**src/common/sdf_pkg.sv**
```systemverilog
package sdf_pkg;
    // slot count and index width
    localparam int SLOT_COUNT = 16;
    localparam int SLOT_IDX_W = 4;
    // serial link word and buffer shape
    localparam int LINK_WORD_W = 16;
    localparam int LINK_FIFO_DEPTH = 16;
    localparam logic [3:0] LINK_LAST_BIT = 4'hF;
    // reset values of the configuration state
    localparam logic RETIME_RST = 1'b1;
    localparam logic [15:0] BYPASS_RST = 16'h0000;
    localparam logic [3:0] LINK_SEL_RST = 4'h0;
    // index value meaning no further slot in the sequence
    localparam logic [4:0] SLOT_NONE = 5'h10;

    // trigger and sync lines from the trigger board
    typedef struct packed {
        logic sync;            // sync line
        logic trigger_line_one;
        logic trigger_line_two;
    } sdf_tsig_t;

    // status line command
    typedef struct packed {
        logic broadcast;       // drive every slot
        logic value;           // level to drive
        logic [3:0] slot;      // single slot when not broadcast
    } sdf_status_cmd_t;

    // token ring states, gray along idle-hold-done
    typedef enum logic [1:0] {
        TOK_IDLE = 2'b00,
        TOK_HOLD = 2'b01,
        TOK_DONE = 2'b11
    } sdf_tok_state_t;
endpackage : sdf_pkg

```
**src/design/sdf_fifo.sv**
```systemverilog
`timescale 1ns/1ps
module sdf_fifo #(
    parameter int WIDTH = 16,
    parameter int DEPTH = 16
) (
    input wire logic sys_clk,              // system clock
    input wire logic rst,                  // async reset, high
    input wire logic in_valid,             // write request
    output logic in_ready,                 // room available
    input wire logic [WIDTH-1:0] in_data,  // write data
    output logic out_valid,                // data available
    input wire logic out_ready,            // reader takes word
    output logic [WIDTH-1:0] out_data      // read data
);
    localparam int AW = $clog2(DEPTH);
    logic [WIDTH-1:0] mem [DEPTH];         // storage
    logic [AW:0] wr_ptr, rd_ptr;           // pointers with wrap bit
    logic [AW:0] next_wr_ptr, next_rd_ptr;
    logic push, pop;

    // full when pointers differ only in wrap bit
    always_comb begin
        in_ready = !((wr_ptr[AW] != rd_ptr[AW]) && (wr_ptr[AW-1:0] == rd_ptr[AW-1:0]));
        out_valid = (wr_ptr != rd_ptr);
        push = in_valid && in_ready;
        pop = out_valid && out_ready;
        next_wr_ptr = push ? wr_ptr + (AW+1)'(1) : wr_ptr;
        next_rd_ptr = pop ? rd_ptr + (AW+1)'(1) : rd_ptr;
        out_data = mem[rd_ptr[AW-1:0]];
    end

    // pointer registers
    always_ff @(posedge sys_clk or posedge rst) begin
        if (rst) begin
            wr_ptr <= '0;
            rd_ptr <= '0;
        end else begin
            wr_ptr <= next_wr_ptr;
            rd_ptr <= next_rd_ptr;
        end
    end

    // storage write, no reset needed
    always_ff @(posedge sys_clk) begin
        if (push) begin
            mem[wr_ptr[AW-1:0]] <= in_data;
        end
    end
endmodule : sdf_fifo

```
**src/design/sdf_distribution_module.sv**
```systemverilog
`timescale 1ns/1ps
module sdf_distribution_module (
    input wire logic sys_clk,                        // 40 MHz system clock
    input wire logic rst,                            // async reset, high
    input wire logic board_clock_one,                // first clock from trigger board
    input wire logic board_clock_two,                // second clock from trigger board
    input wire logic panel_clock,                    // front-panel clock input
    input wire logic clock_one_use_panel,            // first fanout takes panel clock
    input wire logic clock_two_use_panel,            // second fanout takes panel clock
    output logic [15:0] fanout_clock_one,            // first clock to slots
    output logic [15:0] fanout_clock_two,            // second clock to slots
    input wire sdf_pkg::sdf_tsig_t board_tsig,       // sync and triggers from board
    output sdf_pkg::sdf_tsig_t [15:0] slot_tsig,     // sync and triggers to slots
    input wire logic retime_wr,                      // load retime choice
    input wire logic retime_in,                      // 1 retimed, 0 pass-through
    output logic retime_mode,                        // held retime choice
    input wire logic board_token,                    // token from trigger board
    input wire logic [15:0] token_return,            // token handed back per slot
    output logic [15:0] token_grant,                 // token given per slot
    output logic token_to_board,                     // ring finished, one cycle
    input wire logic bypass_wr,                      // load bypass pattern
    input wire logic [15:0] bypass_in,               // 1 skips that slot
    output logic [15:0] bypass_mask,                 // held bypass pattern
    input wire logic [15:0] trigger_request,         // trigger per slot
    output logic panel_trigger_out,                  // ORed triggers
    input wire logic [15:0] buffer_full,             // buffer full per slot
    output logic [15:0] board_buffer_full,           // per-slot copy to board
    output logic board_busy,                         // ORed buffer full
    input wire sdf_pkg::sdf_status_cmd_t status_cmd, // status line command
    output logic [15:0] status_line_out,             // status line per slot
    input wire logic [15:0] payload_serial_data_link, // serial data per slot
    input wire logic [3:0] link_sel,                 // slot whose link is captured
    output logic [15:0] link_data,                   // captured word
    output logic link_valid,                         // word available
    input wire logic link_ready,                     // board takes word
    output logic link_overrun,                       // bits lost, sticky
    input wire logic link_overrun_clr                // clear overrun
);
    import sdf_pkg::*;

    localparam int PIN_W = 4*SLOT_COUNT + 4;
    logic [PIN_W-1:0] pin_meta, pin_sync;            // two-stage pin synchroniser
    logic [15:0] ret_s, trq_s, bfl_s, lnk_s;         // synchronised pins
    logic tok_s, tok_d;                              // board token and delayed copy
    logic [15:0] ret_d;                              // delayed token returns
    sdf_tsig_t tsig_s;                               // retimed sync and triggers

    // synchronise the slot and trigger-board signal inputs through two flops
    always_ff @(posedge sys_clk or posedge rst) begin
        if (rst) begin
            pin_meta <= '0;
            pin_sync <= '0;
        end else begin
            pin_meta <= {payload_serial_data_link, buffer_full, trigger_request, token_return,
                         board_token, board_tsig};
            pin_sync <= pin_meta;
        end
    end

    // split the synchronised vector
    always_comb begin
        tsig_s = pin_sync[2:0];
        tok_s = pin_sync[3];
        ret_s = pin_sync[19:4];
        trq_s = pin_sync[35:20];
        bfl_s = pin_sync[51:36];
        lnk_s = pin_sync[67:52];
    end

    // clock fanout, each clock chosen on its own
    always_comb begin
        fanout_clock_one = {SLOT_COUNT{clock_one_use_panel ? panel_clock : board_clock_one}};
        fanout_clock_two = {SLOT_COUNT{clock_two_use_panel ? panel_clock : board_clock_two}};
    end

    // sync and triggers, one source to all slots
    always_comb begin
        for (int i = 0; i < SLOT_COUNT; i++) begin
            slot_tsig[i] = retime_mode ? tsig_s : board_tsig;
        end
    end

    // configuration state
    logic next_retime_mode;
    logic [15:0] next_bypass_mask;
    logic [3:0] link_sel_q, next_link_sel;           // captured link slot
    sdf_tok_state_t tok_state, next_tok_state;
    always_comb begin
        next_retime_mode = retime_wr ? retime_in : retime_mode;
        // pattern only changes while no token circulates
        next_bypass_mask = (bypass_wr && tok_state == TOK_IDLE) ? bypass_in : bypass_mask;
        next_link_sel = link_sel;
    end

    // configuration registers
    always_ff @(posedge sys_clk or posedge rst) begin
        if (rst) begin
            retime_mode <= RETIME_RST;
            bypass_mask <= BYPASS_RST;
            link_sel_q <= LINK_SEL_RST;
        end else begin
            retime_mode <= next_retime_mode;
            bypass_mask <= next_bypass_mask;
            link_sel_q <= next_link_sel;
        end
    end

    // lowest slot at or above start that is not bypassed
    function automatic logic [4:0] find_next(input logic [15:0] skip, input logic [4:0] start);
        logic [4:0] res;
        res = SLOT_NONE;
        for (int i = SLOT_COUNT - 1; i >= 0; i--) begin
            if (5'(i) >= start && !skip[i]) begin
                res = 5'(i);
            end
        end
        return res;
    endfunction : find_next

    // token ring next state
    logic [3:0] cur_slot, next_cur_slot;             // slot holding token
    logic [15:0] next_token_grant;
    logic [4:0] cand;                                // candidate slot
    logic tok_rise;
    logic advance;                                   // token moves this cycle
    logic [15:0] ret_rise;
    always_comb begin
        tok_rise = tok_s && !tok_d;
        ret_rise = ret_s & ~ret_d;
        next_tok_state = tok_state;
        next_cur_slot = cur_slot;
        cand = SLOT_NONE;
        advance = 1'b0;
        case (tok_state)
            TOK_IDLE: begin
                // ring starts only on the board token
                if (tok_rise) begin
                    cand = find_next(bypass_mask, 5'h00);
                    advance = 1'b1;
                end
            end
            TOK_HOLD: begin
                // only the holder's hand-back moves it right; a board token here is ignored
                if (ret_rise[cur_slot]) begin
                    cand = find_next(bypass_mask, {1'b0, cur_slot} + 5'h01);
                    advance = 1'b1;
                end
            end
            default: begin
                next_tok_state = TOK_IDLE;
            end
        endcase
        // no slot left means the ring is finished
        if (advance) begin
            if (cand[4]) begin
                next_tok_state = TOK_DONE;
            end else begin
                next_tok_state = TOK_HOLD;
                next_cur_slot = cand[3:0];
            end
        end
        next_token_grant = (next_tok_state == TOK_HOLD) ? (16'h0001 << next_cur_slot) : 16'h0000;
    end

    // token ring registers
    always_ff @(posedge sys_clk or posedge rst) begin
        if (rst) begin
            tok_state <= TOK_IDLE;
            cur_slot <= 4'h0;
            token_grant <= 16'h0000;
            tok_d <= 1'b0;
            ret_d <= 16'h0000;
        end else begin
            tok_state <= next_tok_state;
            cur_slot <= next_cur_slot;
            token_grant <= next_token_grant;
            tok_d <= tok_s;
            ret_d <= ret_s;
        end
    end

    // last slot done tells the board
    always_comb begin
        token_to_board = (tok_state == TOK_DONE);
    end

    // aggregation and status next values
    logic next_panel_trigger, next_board_busy;
    logic [15:0] next_board_buffer_full, next_status;
    always_comb begin
        next_panel_trigger = |trq_s;
        next_board_busy = |bfl_s;
        next_board_buffer_full = bfl_s;
        if (status_cmd.broadcast) begin
            next_status = {SLOT_COUNT{status_cmd.value}};
        end else begin
            next_status = 16'h0000;
            next_status[status_cmd.slot] = status_cmd.value;
        end
    end

    // aggregation and status registers
    always_ff @(posedge sys_clk or posedge rst) begin
        if (rst) begin
            panel_trigger_out <= 1'b0;
            board_busy <= 1'b0;
            board_buffer_full <= 16'h0000;
            status_line_out <= 16'h0000;
        end else begin
            panel_trigger_out <= next_panel_trigger;
            board_busy <= next_board_busy;
            board_buffer_full <= next_board_buffer_full;
            status_line_out <= next_status;
        end
    end

    // serial link deserialiser next values
    logic [15:0] shift, next_shift;                  // bits gathered, first bit in msb
    logic [3:0] bit_cnt, next_bit_cnt;
    logic word_full, next_word_full;                 // word waits for buffer
    logic next_overrun, fifo_in_ready;
    always_comb begin
        next_shift = shift;
        next_bit_cnt = bit_cnt;
        next_word_full = word_full;
        next_overrun = link_overrun && !link_overrun_clr;
        if (word_full && fifo_in_ready) begin
            next_word_full = 1'b0;
        end
        if (!word_full || fifo_in_ready) begin
            next_shift = {shift[14:0], lnk_s[link_sel_q]};
            next_bit_cnt = bit_cnt + 4'h1;
            if (bit_cnt == LINK_LAST_BIT) begin
                next_word_full = 1'b1;
            end
        end else begin
            next_overrun = 1'b1;                     // set beats clear
        end
    end

    // serial link registers
    always_ff @(posedge sys_clk or posedge rst) begin
        if (rst) begin
            shift <= 16'h0000;
            bit_cnt <= 4'h0;
            word_full <= 1'b0;
            link_overrun <= 1'b0;
        end else begin
            shift <= next_shift;
            bit_cnt <= next_bit_cnt;
            word_full <= next_word_full;
            link_overrun <= next_overrun;
        end
    end

    // sixteen-word buffer toward the trigger board
    sdf_fifo #(.WIDTH(LINK_WORD_W), .DEPTH(LINK_FIFO_DEPTH)) u_link_fifo (
        .sys_clk(sys_clk),
        .rst(rst),
        .in_valid(word_full),
        .in_ready(fifo_in_ready),
        .in_data(shift),
        .out_valid(link_valid),
        .out_ready(link_ready),
        .out_data(link_data)
    );
endmodule : sdf_distribution_module

```
**config.mk**
```make
export PLATFORM = sky130hd
export DESIGN_NAME = sdf_distribution_module
export DESIGN_NICKNAME = d
export VERILOG_FILES = /design/src/common/sdf_pkg.sv /design/src/design/sdf_fifo.sv /design/src/design/sdf_distribution_module.sv
export SDC_FILE = /design/constraint.sdc
export NUM_CORES = 1
export LEC_CHECK = 0
export BUFFER_PORTS_ARGS = -buffer_cell sky130_fd_sc_hd__buf_4
export CAP_MARGIN = 20
export CORE_AREA = 2 2 202 204
export DETAILED_ROUTE_END_ITERATION = 16
export DIE_AREA = 0 0 204 206
export HOLD_SLACK_MARGIN = 0.15
export PLACE_DENSITY_LB_ADDON = 0.12
export SYNTH_ARGS = -nofsm -noshare
export SYNTH_HDL_FRONTEND = slang
export SYNTH_HIERARCHICAL = 1
export SYNTH_SLANG_ARGS = --single-unit
```
**constraint.sdc**
```tcl
create_clock -name sys_clk -period 9.6 [get_ports sys_clk]
set_input_delay 1.44 -clock sys_clk [delete_from_list [all_inputs] [get_ports sys_clk]]
set_output_delay 1.44 -clock sys_clk [all_outputs]
set_load 0.05 [all_outputs]
```
After elaboration in Yosys (flattened, before gate mapping)

Memory sizes are Yosys's and may differ from the RTL's.
Cells that the tools add are included.

Flip-flop bits (word level): 262
Memory bits (writable): 256
Input bits: 106
Output and inout bits: 166
Word-level logic and storage cells: 164
Memories kept: 1

Memory list:

| memory          | depth | bits a word | rd ports | clocked after Yosys merged registers in | wr ports | line           | source |
|---|---|---|---|---|---|---|---|
| u_link_fifo.mem | 16    | 16          | 1        | 0                                       | 1        | sdf_fifo.sv:16 | `logic [WIDTH-1:0] mem [DEPTH];` |

$add $sub $neg: 4
$lt $le $gt $ge: 20
Eq/ne operators: 7
Shift-type cells: 1
Muxes and demuxes: 60
Bitwise gates (word level): 3
Reduce and logical (&&, ||, !) cells: 48

Operators with widths:

| operator             | number |
|---|---|
| $mux 5               | 34 |
| $ge 4x5->1 const A   | 8 |
| $and 16x16->16       | 2 |
| $mux 16              | 2 |
| $reduce_or 16->1     | 2 |
| $logic_and 1x1->1    | 23 |
| $ge 3x5->1 const A   | 4 |
| $logic_not 1->1      | 20 |
| $not 16->16          | 1 |
| $shl 1x4->16 const A | 1 |
| $lt 4x5->1 const B   | 3 |
| $mux 1               | 13 |
| $add 5x1->5 const B  | 2 |
| $ge 1x5->1 const A   | 2 |
| $ge 2x5->1 const A   | 2 |
| $pmux 5 s2           | 1 |
| $bmux 1 s4           | 2 |
| $mux 4               | 2 |
| $mux 2               | 3 |
| $add 4x1->5 const B  | 1 |
| $ne 5x5->1           | 1 |
| $add 4x1->4 const B  | 1 |
| $demux 1 s4          | 1 |
| $eq 2x1->1 const B   | 2 |
| other kinds (10)     | 10 |

Longest topological paths before layout

Gate-level depths: netlist (run 1).

Word-level depth: 25
Mapped depth: 14
Gate-level depth less buffers: 11

By module

Netlist (run 1), hierarchy kept.

By module, submodules not included:

| module                  | instances | cells each | area each (µm²) | seq. area each (µm²) |
|---|---|---|---|---|
| sdf_fifo                | 1         | 480        | 10304.9         | 7937.6 |
| sdf_distribution_module | 1         | 726        | 9442.8          | 6307.3 |

Worst setup path before layout (run 1)

Ideal clock, no wire load.

Path type: input to output
Start: in clock_one_use_panel
End: out fanout_clock_one[10]
Data arrival time: 2.229 ns
Required time: 8.160 ns
Path slack: 5.931 ns
Stages on the path: 2
Buffers on the path: 1
Path through: mux2_2 buf_4

Cells in the longest elaborated chain, start to end: 1

RTL lines:

| what            | line                          | source |
|---|---|---|
| start, declared | sdf_distribution_module.sv:8  | `input wire logic clock_one_use_panel,` |
| $mux 1          | sdf_distribution_module.sv:72 | `fanout_clock_one = {SLOT_COUNT{clock_one_use_panel ? panel_clock : board_clock_one}};` |
| end, declared   | sdf_distribution_module.sv:10 | `output logic [15:0] fanout_clock_one,` |

No other way between the ends.

Final worst setup path (run 1)

Start: reg u_link_fifo.rd_ptr[1]
End: out link_data[1]

Cells in the longest elaborated chain, start to end: 1

RTL lines:

| what                   | line                          | source |
|---|---|---|
| start, declared        | sdf_fifo.sv:17                | `logic [AW:0] wr_ptr, rd_ptr;` |
| start signal, assigned | sdf_fifo.sv:39                | `rd_ptr <= next_rd_ptr;` |
| $mem_v2 16x16          | -                             |  |
| end, declared          | sdf_distribution_module.sv:33 | `output logic [15:0] link_data,` |

No other way between the ends.

==> metrics, run 1 <==
CTS root buf clkbuf_16; TritonCTS buffer count 52; largest stage delay on the critical path 720 ps; crit path kind flip-flop to output pin; Mean Syn Cell Area 16.4 sq um; MaxCap Viol Count 0; crit-path max FO 44; critical path's top delay family buffers and inverters; grt total ovfl 0; syn nets 1321; sequential fraction of design power 0.411; clock network power share 0.284; Comb pwr share 0.305; Site Rows 74; GRT Overall Usage 0.186; number of synthesized flops with an enable pin 256; most common cell in the netlist dfrtp_1; CP Buf/Inv Count 2; startpoint types flip-flop; Layout Skew 16.6 ps; post-route ant nets 0; starting density of the core 0.491; GPL Wtd Cong 0.843; hold bufs inserted after CTS 0; # resized after CTS 0; TritonCTS clock tree done; outcome finished clean; layout overhead on the synthesized area 18.8%; clock sinks 518; Fmax achieved 223 MHz; Yosys top cell area share 0.389; worst vdd ir 0.170 mV; Mapped Cells 1206; placed inst area 21800 sq um; synth warn 6; DRC 0; Ant. Diodes 0; Post-CTS Setup Inserts 0; Hold Path Class flip-flop to flip-flop; DP HPWL 24.4 mm; number of synthesized register bits 518; die span in x 204 um; Worst EP arrival 3040 ps; Synth async-reset ratio 0.506; initial antenna violation count 0; RSZ-0062 raised after global routing false; Top Ports 272; CTS clk-pin slew, worst paths 60 ps; largest area contributor in the netlist edfxtp_1; Post-synth top cells dfrtp_1 (261), edfxtp_1 (256), nand2_1 (88), buf_4 (86), mux4_2 (69); Worst Tran Pin Value 1050 ps; Fin. Hold Viols 0; layout net count 1544; worst path cell trace buf_4, mux4_2, o22ai_1, nor2_1, buf_4; Max Buffers Root-to-Sink 3; Cell Area, Synth 19700 sq um; crit end category output pin; drt initial violations 778; maximum number of pins on one net before global-route repair 187; switching power 2.39 mW; Vias 10600; Design Area, Final 23500 sq um; I/O Buffers 271; Die Y 206 um; first-pass GRT wire length 60.2 mm; Final Setup Violations 0; CP max-delay cell buf_4; share of cells above drive strength 1 0.339; Pre-antenna DRT Iters 5; pwr/cell area 294 nW/um^2; Routed wire per std cell 19.3 um; Most used DFF post-synth dfrtp_1; Pleak 9.25 nW; relative slew slack 0.302; Pint 4.51 mW; final setup TNS 0 ps; Tcrit/Tclk final 0.467; top post-synthesis cells by area edfxtp_1 (39%), dfrtp_1 (33%), mux4_2 (7.9%); vias in the first global route 10700; H-tree levels 2; critical path required time 8160 ps; Final Max Tran Viols 0; post-layout min period 4480 ps; overall die area 42000 sq um; clk_lat worst skew 590 ps; DRT Wirelength 38.5 mm; Seq/Total Area, Yosys 0.721; Sw Ratio 0.346; Core ar. 40200 sq um; CP most frequent cell buf_4; Netlist cell types 82; post-DR vias/cell 5.29
==> routing by layer <==
metal,global-route usage,vias to the layer above,routed length [um]
met5,0,-,0
met4,0.0409,0,673
met3,0.0482,64,2560
met2,0.301,307,18600
met1,0.255,5337,16700
li1,-,4856,-
==> cells in the final DEF (no fill, tap or decap), types with 23 or more instances in the layout <==
| master | synthesis | final |
|---|---|---|
| nor2_1 | 61 | 61 |
| edfxtp_1 | 256 | 256 |
| nand2_1 | 88 | 88 |
| o21ai_0 | 23 | 23 |
| clkbuf_16 | 0 | 56 |
| buf_4 | 86 | 292 |
| mux4_2 | 69 | 69 |
| inv_1 | 25 | 24 |
| nor4_1 | 27 | 27 |
| o22ai_1 | 32 | 32 |
| dfrtp_1 | 261 | 259 |
==> final timing paths <==
kind / end / slack [ps] / startpoint / cells past startpoint
min: pin_sync[15] / 340 / pin_meta[15] / 0
max in group asynchronous: shift[6] / 7300 / rst / 3
min in group asynchronous: u_link_fifo/rd_ptr[4] / 890 / rst / 2
max reg2reg: token_grant[9] / 5410 / cur_slot[0] / 9
max: link_data[1] / 5120 / u_link_fifo/rd_ptr[1] / 5
min reg2reg: pin_sync[15] / 340 / pin_meta[15] / 0
==> metrics by stage <==
step           power, mW  cells   util  hold slack [ps]  setup slack, ps
5_1_grt             7.23   1998  0.584              349             4880
3_5_place_dp        5.01   1907  0.542              335             5460
6_report            6.90   1998  0.584              341             5120
4_1_cts             6.98   1998  0.584              342             5010
2_1_floorplan       4.48   1206      -              331             1230
3_3_place_gp        4.98   1907  0.542              332             5590
==> sequential cells by signal (all words and copies together) (netlist names), 2 cells and up <==
register and count:
board_buffer_full 16, u_link_fifo/mem 256, cur_slot 4, token_grant 16, link_sel_q 4, status_line_out 16
shift 16, bit_cnt 4, u_link_fifo/wr_ptr 5, u_link_fifo/rd_ptr 5, pin_meta 68, bypass_mask 16
pin_sync 68, ret_d 16, tok_state 2
==> power groups by stage <==
| stage | Clock, mW | Sequential [mW] | Combinational, mW |
|---|---|---|---|
| after floorplan | 0 | 2.92 | 1.56 |
| after global placement | 0 | 2.88 | 2.11 |
| after detailed placement | 0 | 2.89 | 2.12 |
| after CTS | 2.01 | 2.84 | 2.13 |
| after global routing | 2.10 | 2.88 | 2.25 |
| final | 1.96 | 2.84 | 2.11 |
==> kinds of logic (layout without fill, tap and decap cells) <==
kind of cell,after synthesis,after routing,synth area share
adders and majority gates,9,9,0.00570
buffers and inverters,152,412,0.0502
xor gates and xnor gates,17,17,0.00792
and+or+nand+nor,266,266,0.0674
AOI/OAI and AO/OA,156,156,0.0579
muxes,88,88,0.0895
DFF,518,518,0.721
==> cell type report <==
type | count | area (sq um)
Fill cell | 3126 | 16700
Tap cell | 532 | 666
Multi-Input combinational cell | 536 | 4530
Sequential cell | 518 | 14200
Inverter | 28 | 118
Clock buffer | 68 | 1490
Timing Repair Buffer | 293 | 2210
Clock inverter | 23 | 190
==> worst reg2reg max path: stages, from the launching register on <==
cell	delay, ps
dfrtp_1	930
ha_1	750
inv_1	150
or4_1	510
a22o_1	230
a211o_1	360
nor4b_4	310
o31ai_1	170
a31oi_1	530
nor4_1	120
No activity file was read; power rests on OpenSTA's default activity.
==> run 2: changes to the inputs <==
Clock period 9.6 ns to 3.9 ns, I/O delays scaled along.
==> run 2 against run 1 <==
  * Register-to-register slack worse by 5100 ps
  * First-iteration DRC count is 11% lower
  * Routed wire length is 11% higher
  * Worst hold slack worse by 150 ps
  * Combinational power grew to 2.6 times the previous value
  * Critical endpoint is now token_grant[5]
  * Largest power group unchanged
  * Highest routed layer unchanged
==> metrics, run 2 (synthesis results as in run 1) <==
Fin. Hold Viols 0 (unchanged); Routed wire per std cell 20.4 um (was 19.3 um); maximum number of pins on one net before global-route repair 97 (was 187); commonest non-fill, non-tap cell in the layout buf_4 (unchanged); initial antenna violation count 0 (unchanged); crit path kind flip-flop to flip-flop (was flip-flop to output pin); MaxCap Viol Count 0 (unchanged); clk_lat worst skew 580 ps (was 590 ps); GPL Wtd Cong 0.810 (was 0.843); Worst EP arrival 4080 ps (was 3040 ps); TritonCTS clock tree done (unchanged); overall die area 42000 sq um (unchanged); Site Rows 74 (unchanged); max FFs per register 256 (unchanged); Tcrit/Tclk final 0.926; layout overhead on the synthesized area 23.8% (was 18.8%); worst vdd ir 0.596 mV (was 0.170 mV); drt initial violations 692 (was 778); RSZ-0062 raised after global routing false (unchanged); Layout Skew 16.0 ps (was 16.6 ps); TritonCTS buffer count 52 (unchanged); Pleak 9.68 nW (was 9.25 nW); post-route ant nets 0 (unchanged); Worst Tran Pin Value 993 ps (was 1050 ps); Pre-antenna DRT Iters 4 (was 5); Die Y 206 um (unchanged); post-layout min period 3610 ps; Core ar. 40200 sq um (unchanged); post-DR vias/cell 5.27 (was 5.29); DP HPWL 26.6 mm (was 24.4 mm); DRC 0 (unchanged); vias in the first global route 11300 (was 10700); Vias 11100 (was 10600); startpoint types flip-flop (unchanged); total power 17.4 mW (was 6.90 mW); Post-CTS Setup Inserts 0 (unchanged); first-pass GRT wire length 65.5 mm (was 60.2 mm); clock sinks 518 (unchanged); Final Max Tran Viols 0 (unchanged); die span in x 204 um (unchanged); H-tree levels 2 (unchanged); critical path required time 4370 ps (was 8160 ps); share of cells above drive strength 1 0.334 (was 0.339); Top Ports 272 (unchanged); CTS clk-pin slew, worst paths 60 ps (about the same); relative slew slack 0.337 (was 0.302); Final Setup Violations 0 (unchanged); outcome finished clean (unchanged); Max Buffers Root-to-Sink 3 (unchanged); GRT Overall Usage 0.206 (was 0.186); final setup TNS 0 ps (unchanged); I/O Buffers 271 (unchanged); Ant. Diodes 0 (unchanged); pwr/cell area 711 nW/um^2 (was 294 nW/um^2); crit-path max FO 13 (was 44); starting density of the core 0.491 (unchanged); CTS root buf clkbuf_16 (unchanged); Fmax achieved 277 MHz; Hold Path Class input pin to flip-flop (was flip-flop to flip-flop); DRT Wirelength 42.8 mm (was 38.5 mm); most frequent cells in the layout buf_4 (313), dfrtp_1 (258), edfxtp_1 (256), nand2_1 (88), dlygate4sd3_1 (73) (was buf_4 (292), dfrtp_1 (259), edfxtp_1 (256), nand2_1 (88), mux4_2 (69)); layout net count 1641 (was 1544); grt total ovfl 0 (unchanged); crit end category flip-flop (was output pin)
## run 2: worst paths after layout
| path | start | to | slack [ps] | cells after the start |
|---|---|---|---|---|
| worst max-delay path | cur_slot[1] | token_grant[5] | 290 | 12 |
| worst max register to register | cur_slot[1] | token_grant[5] | 290 | 12 |
| max in group asynchronous | rst | retime_mode | 2240 | 4 |
| worst min-delay path | link_overrun_clr | link_overrun | 190 | 2 |
| min in group asynchronous | rst | u_link_fifo/wr_ptr[1] | 580 | 3 |
| worst min register to register | pin_meta[7] | pin_sync[7] | 340 | 0 |
## run 2: through the flow
| stage | hold slack [ps] | utilization | setup WS (ps) | instance area, sq um | instances |
|---|---|---|---|---|---|
| 6_report | 192 | 0.609 | 290 | 24500 | 2101 |
| 5_1_grt | 184 | 0.609 | 33.1 | 24500 | 2101 |
| 4_1_cts | 158 | 0.608 | 208 | 24400 | 2101 |
| 3_5_place_dp | 335 | 0.547 | 265 | 22000 | 1931 |
| 3_3_place_gp | 332 | 0.547 | 349 | 22000 | 1931 |
| 2_1_floorplan | 331 | - | 0.143 | 19800 | 1206 |
## run 2: metal layers
layer | GRT usage | routed length (um) | vias to the layer above
met4 | 0.0575 | 999 | 0
met3 | 0.0358 | 2230 | 77
met5 | 0 | 0 | -
li1 | - | - | 5060
met2 | 0.358 | 22000 | 326
met1 | 0.268 | 17700 | 5611
## run 2: timing repair
action                                 4_1_cts  5_1_grt
setup endpoints to repair                    0       16
gates resized for setup                      0        3
hold buffers                                73        0
endpoints found under the hold margin      111        0
## run 2: final cells by class
| cell class | count | area (sq um) |
|---|---|---|
| Clock buffer | 74 | 1490 |
| Clock inverter | 23 | 235 |
| Fill cell | 3099 | 15700 |
| Inverter | 28 | 114 |
| Multi-Input combinational cell | 536 | 4540 |
| Sequential cell | 518 | 14300 |
| Tap cell | 532 | 666 |
| Timing Repair Buffer | 390 | 3160 |
## run 2: power breakdown
part | switching, mW | internal, mW
registers | 0.681 | 6.34
logic | 3.32 | 2.09
clock network | 2.02 | 2.93
## run 2: worst max-delay path, stage by stage (launching register included)
cell	delay, ps
dfrtp_1	460
inv_1	150
ha_2	500
nor3_1	110
buf_4	170
o21a_1	160
a311oi_1	400
nor3_1	150
and2_1	200
a22o_4	260
a221oi_4	520
inv_4	120
nor4_1	290
==> run 3: changes to the inputs <==
Settings changed: PLACE_DENSITY set to 0.73, PLACE_DENSITY_LB_ADDON 0.12 to unset.
==> run 3 against run 2 <==
  * Via count up 0.53%
  * Clock skew up 2.2 ps
  * Worst hold slack better by 11 ps
  * Critical path depth down 1
  * Die area unchanged
  * Combinational power up 2%
  * Largest cell class unchanged
  * Highest routed layer unchanged
  * Critical endpoint is now token_grant[15]
  * Fmax down 2.1%
  * Largest power group unchanged
==> metrics, run 3 (synthesis results as in run 1) <==
initial antenna violation count 1 (was 0); Hold Path Class input pin to flip-flop (unchanged); Pleak 9.59 nW (was 9.68 nW); Fmax achieved 271 MHz (was 277 MHz); DP HPWL 26.8 mm (was 26.6 mm); layout net count 1630 (was 1641); post-layout min period 3690 ps (was 3610 ps); final setup TNS 0 ps (unchanged); clock sinks 518 (unchanged); H-tree levels 2 (unchanged); DRT Wirelength 42.0 mm (was 42.8 mm); relative slew slack 0.296 (was 0.337); Routed wire per std cell 20.1 um (was 20.4 um); Vias 11100 (about the same); pwr/cell area 706 nW/um^2 (was 711 nW/um^2); CTS clk-pin slew, worst paths 60 ps (about the same); starting density of the core 0.491 (unchanged); vias in the first global route 11600 (was 11300); worst flop-to-flop path startpoint cur_slot[1] (unchanged); Placed Instances 1921 (was 1931); Core Util, Final 0.605 (was 0.609); commonest non-fill, non-tap cell in the layout buf_4 (unchanged); crit path kind flip-flop to flip-flop (unchanged); Ant. Diodes 0 (unchanged); Worst Tran Pin Value 1050 ps (was 993 ps); crit end category flip-flop (unchanged); grt total ovfl 0 (unchanged); Top Ports 272 (unchanged); Comb pwr share 0.321 (was 0.311); most frequent cells in the layout buf_4 (303), dfrtp_1 (259), edfxtp_1 (256), nand2_1 (88), dlygate4sd3_1 (74) (was buf_4 (313), dfrtp_1 (258), edfxtp_1 (256), nand2_1 (88), dlygate4sd3_1 (73)); clock network power share 0.274 (was 0.285); drt initial violations 774 (was 692); CP endpoint token_grant[15] (was token_grant[5]); outcome finished clean (unchanged); TritonCTS clock tree done (unchanged); worst vdd ir 0.507 mV (was 0.596 mV); RSZ-0062 raised after global routing false (unchanged); Tcrit/Tclk final 0.946 (was 0.926); maximum number of pins on one net before global-route repair 83 (was 97); startpoint types flip-flop (unchanged); I/O Buffers 271 (unchanged); Pre-antenna DRT Iters 5 (was 4); Pint 11.1 mW (was 11.4 mW); Core ar. 40200 sq um (unchanged); CP startpoint cur_slot[1] (unchanged); switching power 6.04 mW (was 6.03 mW); fin cells 2086 (was 2101); Die Y 206 um (unchanged); share of cells above drive strength 1 0.324 (was 0.334); die span in x 204 um (unchanged); CTS root buf clkbuf_16 (unchanged); overall die area 42000 sq um (unchanged); crit-path max FO 12 (was 13); post-DR vias/cell 5.34 (was 5.27); Worst R2R Path Depth 11 (was 12); Max Buffers Root-to-Sink 3 (unchanged); Site Rows 74 (unchanged); Post-CTS Setup Inserts 0 (unchanged); Final Max Tran Viols 0 (unchanged); post-route ant nets 0 (unchanged); GRT Overall Usage 0.204 (was 0.206); clk_lat worst skew 590 ps (was 580 ps); critical path required time 4330 ps (was 4370 ps); Sw Ratio 0.352 (was 0.347); first-pass GRT wire length 65.6 mm (was 65.5 mm); MaxCap Viol Count 0 (unchanged); Layout Skew 18.2 ps (was 16.0 ps); TritonCTS buffer count 50 (was 52); Final Setup Violations 0 (unchanged); flop-to-flop setup slack 210 ps (was 290 ps); Fin. Hold Viols 0 (unchanged); DRC 0 (unchanged); Worst EP arrival 4110 ps (was 4080 ps); GPL Wtd Cong 0.902 (was 0.810); layout overhead on the synthesized area 23.0% (was 23.8%); sequential fraction of design power 0.405 (was 0.404); max FFs per register 256 (unchanged); RR Endpoint token_grant[15] (was token_grant[5])
-- run 3: worst min path at each step --
| stage | startpoint | depth (start not counted) | slack (ps) | to |
|---|---|---|---|---|
| floorplan | pin_meta[0] | 0 | 330 | pin_sync[0] |
| global placement | pin_meta[0] | 0 | 330 | pin_sync[0] |
| detailed placement | pin_meta[19] | 0 | 330 | pin_sync[19] |
| CTS | bypass_in[14] | 3 | 170 | bypass_mask[14] |
| global route | bypass_in[14] | 3 | 190 | bypass_mask[14] |
| finish | bypass_in[14] | 3 | 200 | bypass_mask[14] |
-- run 3: what timing repair did --
item	CTS	global route
setup endpoints to repair	0	8
resized for setup	0	1
hold endpoints to repair	108	0
hold buffers	74	0
-- run 3: per-stage QoR --
stage | cell area [sq um] | setup slack (ps) | hold slack [ps] | power (mW)
2_1_floorplan | 19800 | 0.143 | 331 | 11.0
3_3_place_gp | 21900 | 345 | 332 | 12.4
3_5_place_dp | 21900 | 246 | 335 | 12.5
4_1_cts | 24300 | 227 | 169 | 17.3
5_1_grt | 24300 | 34.3 | 185 | 17.9
6_report | 24300 | 213 | 202 | 17.2
-- run 3: final cells by class --
cell class	instances	area, sq um
timing repair buffer	381	3100
clock buffer	74	1430
sequential	518	14200
fill	2912	15900
tap	532	666
inverter	28	114
multi-input combinational	536	4550
clock inverter	17	183
-- run 3: routing by layer --
metal	share of wire	global-route usage	routed length (um)	up-vias
met2	0.51	0.351	21500	361
met5	0	0	0	-
li1	-	-	-	5038
met4	0.017	0.0471	694	0
met1	0.41	0.267	17200	5668
met3	0.060	0.0451	2530	66
-- run 3: power by group through the flow --
stage | sequential (mW) | combinational, mW | clock, mW
2_1_floorplan | 7.19 | 3.83 | 0
6_report | 6.96 | 5.50 | 4.69
4_1_cts | 6.95 | 5.53 | 4.80
3_3_place_gp | 7.01 | 5.38 | 0
5_1_grt | 7.02 | 5.88 | 5.02
3_5_place_dp | 7.04 | 5.44 | 0
-- run 3: worst max-delay path, cell delays in order (launching register included) --
cell and delay, ps:
dfrtp_1 530, inv_1 170, ha_1 330, buf_4 190, nand2_1 70, a21oi_1 80
or3_1 460, a211oi_1 460, nor4b_4 380, o31ai_1 160, a31oi_1 560, nor4_1 140
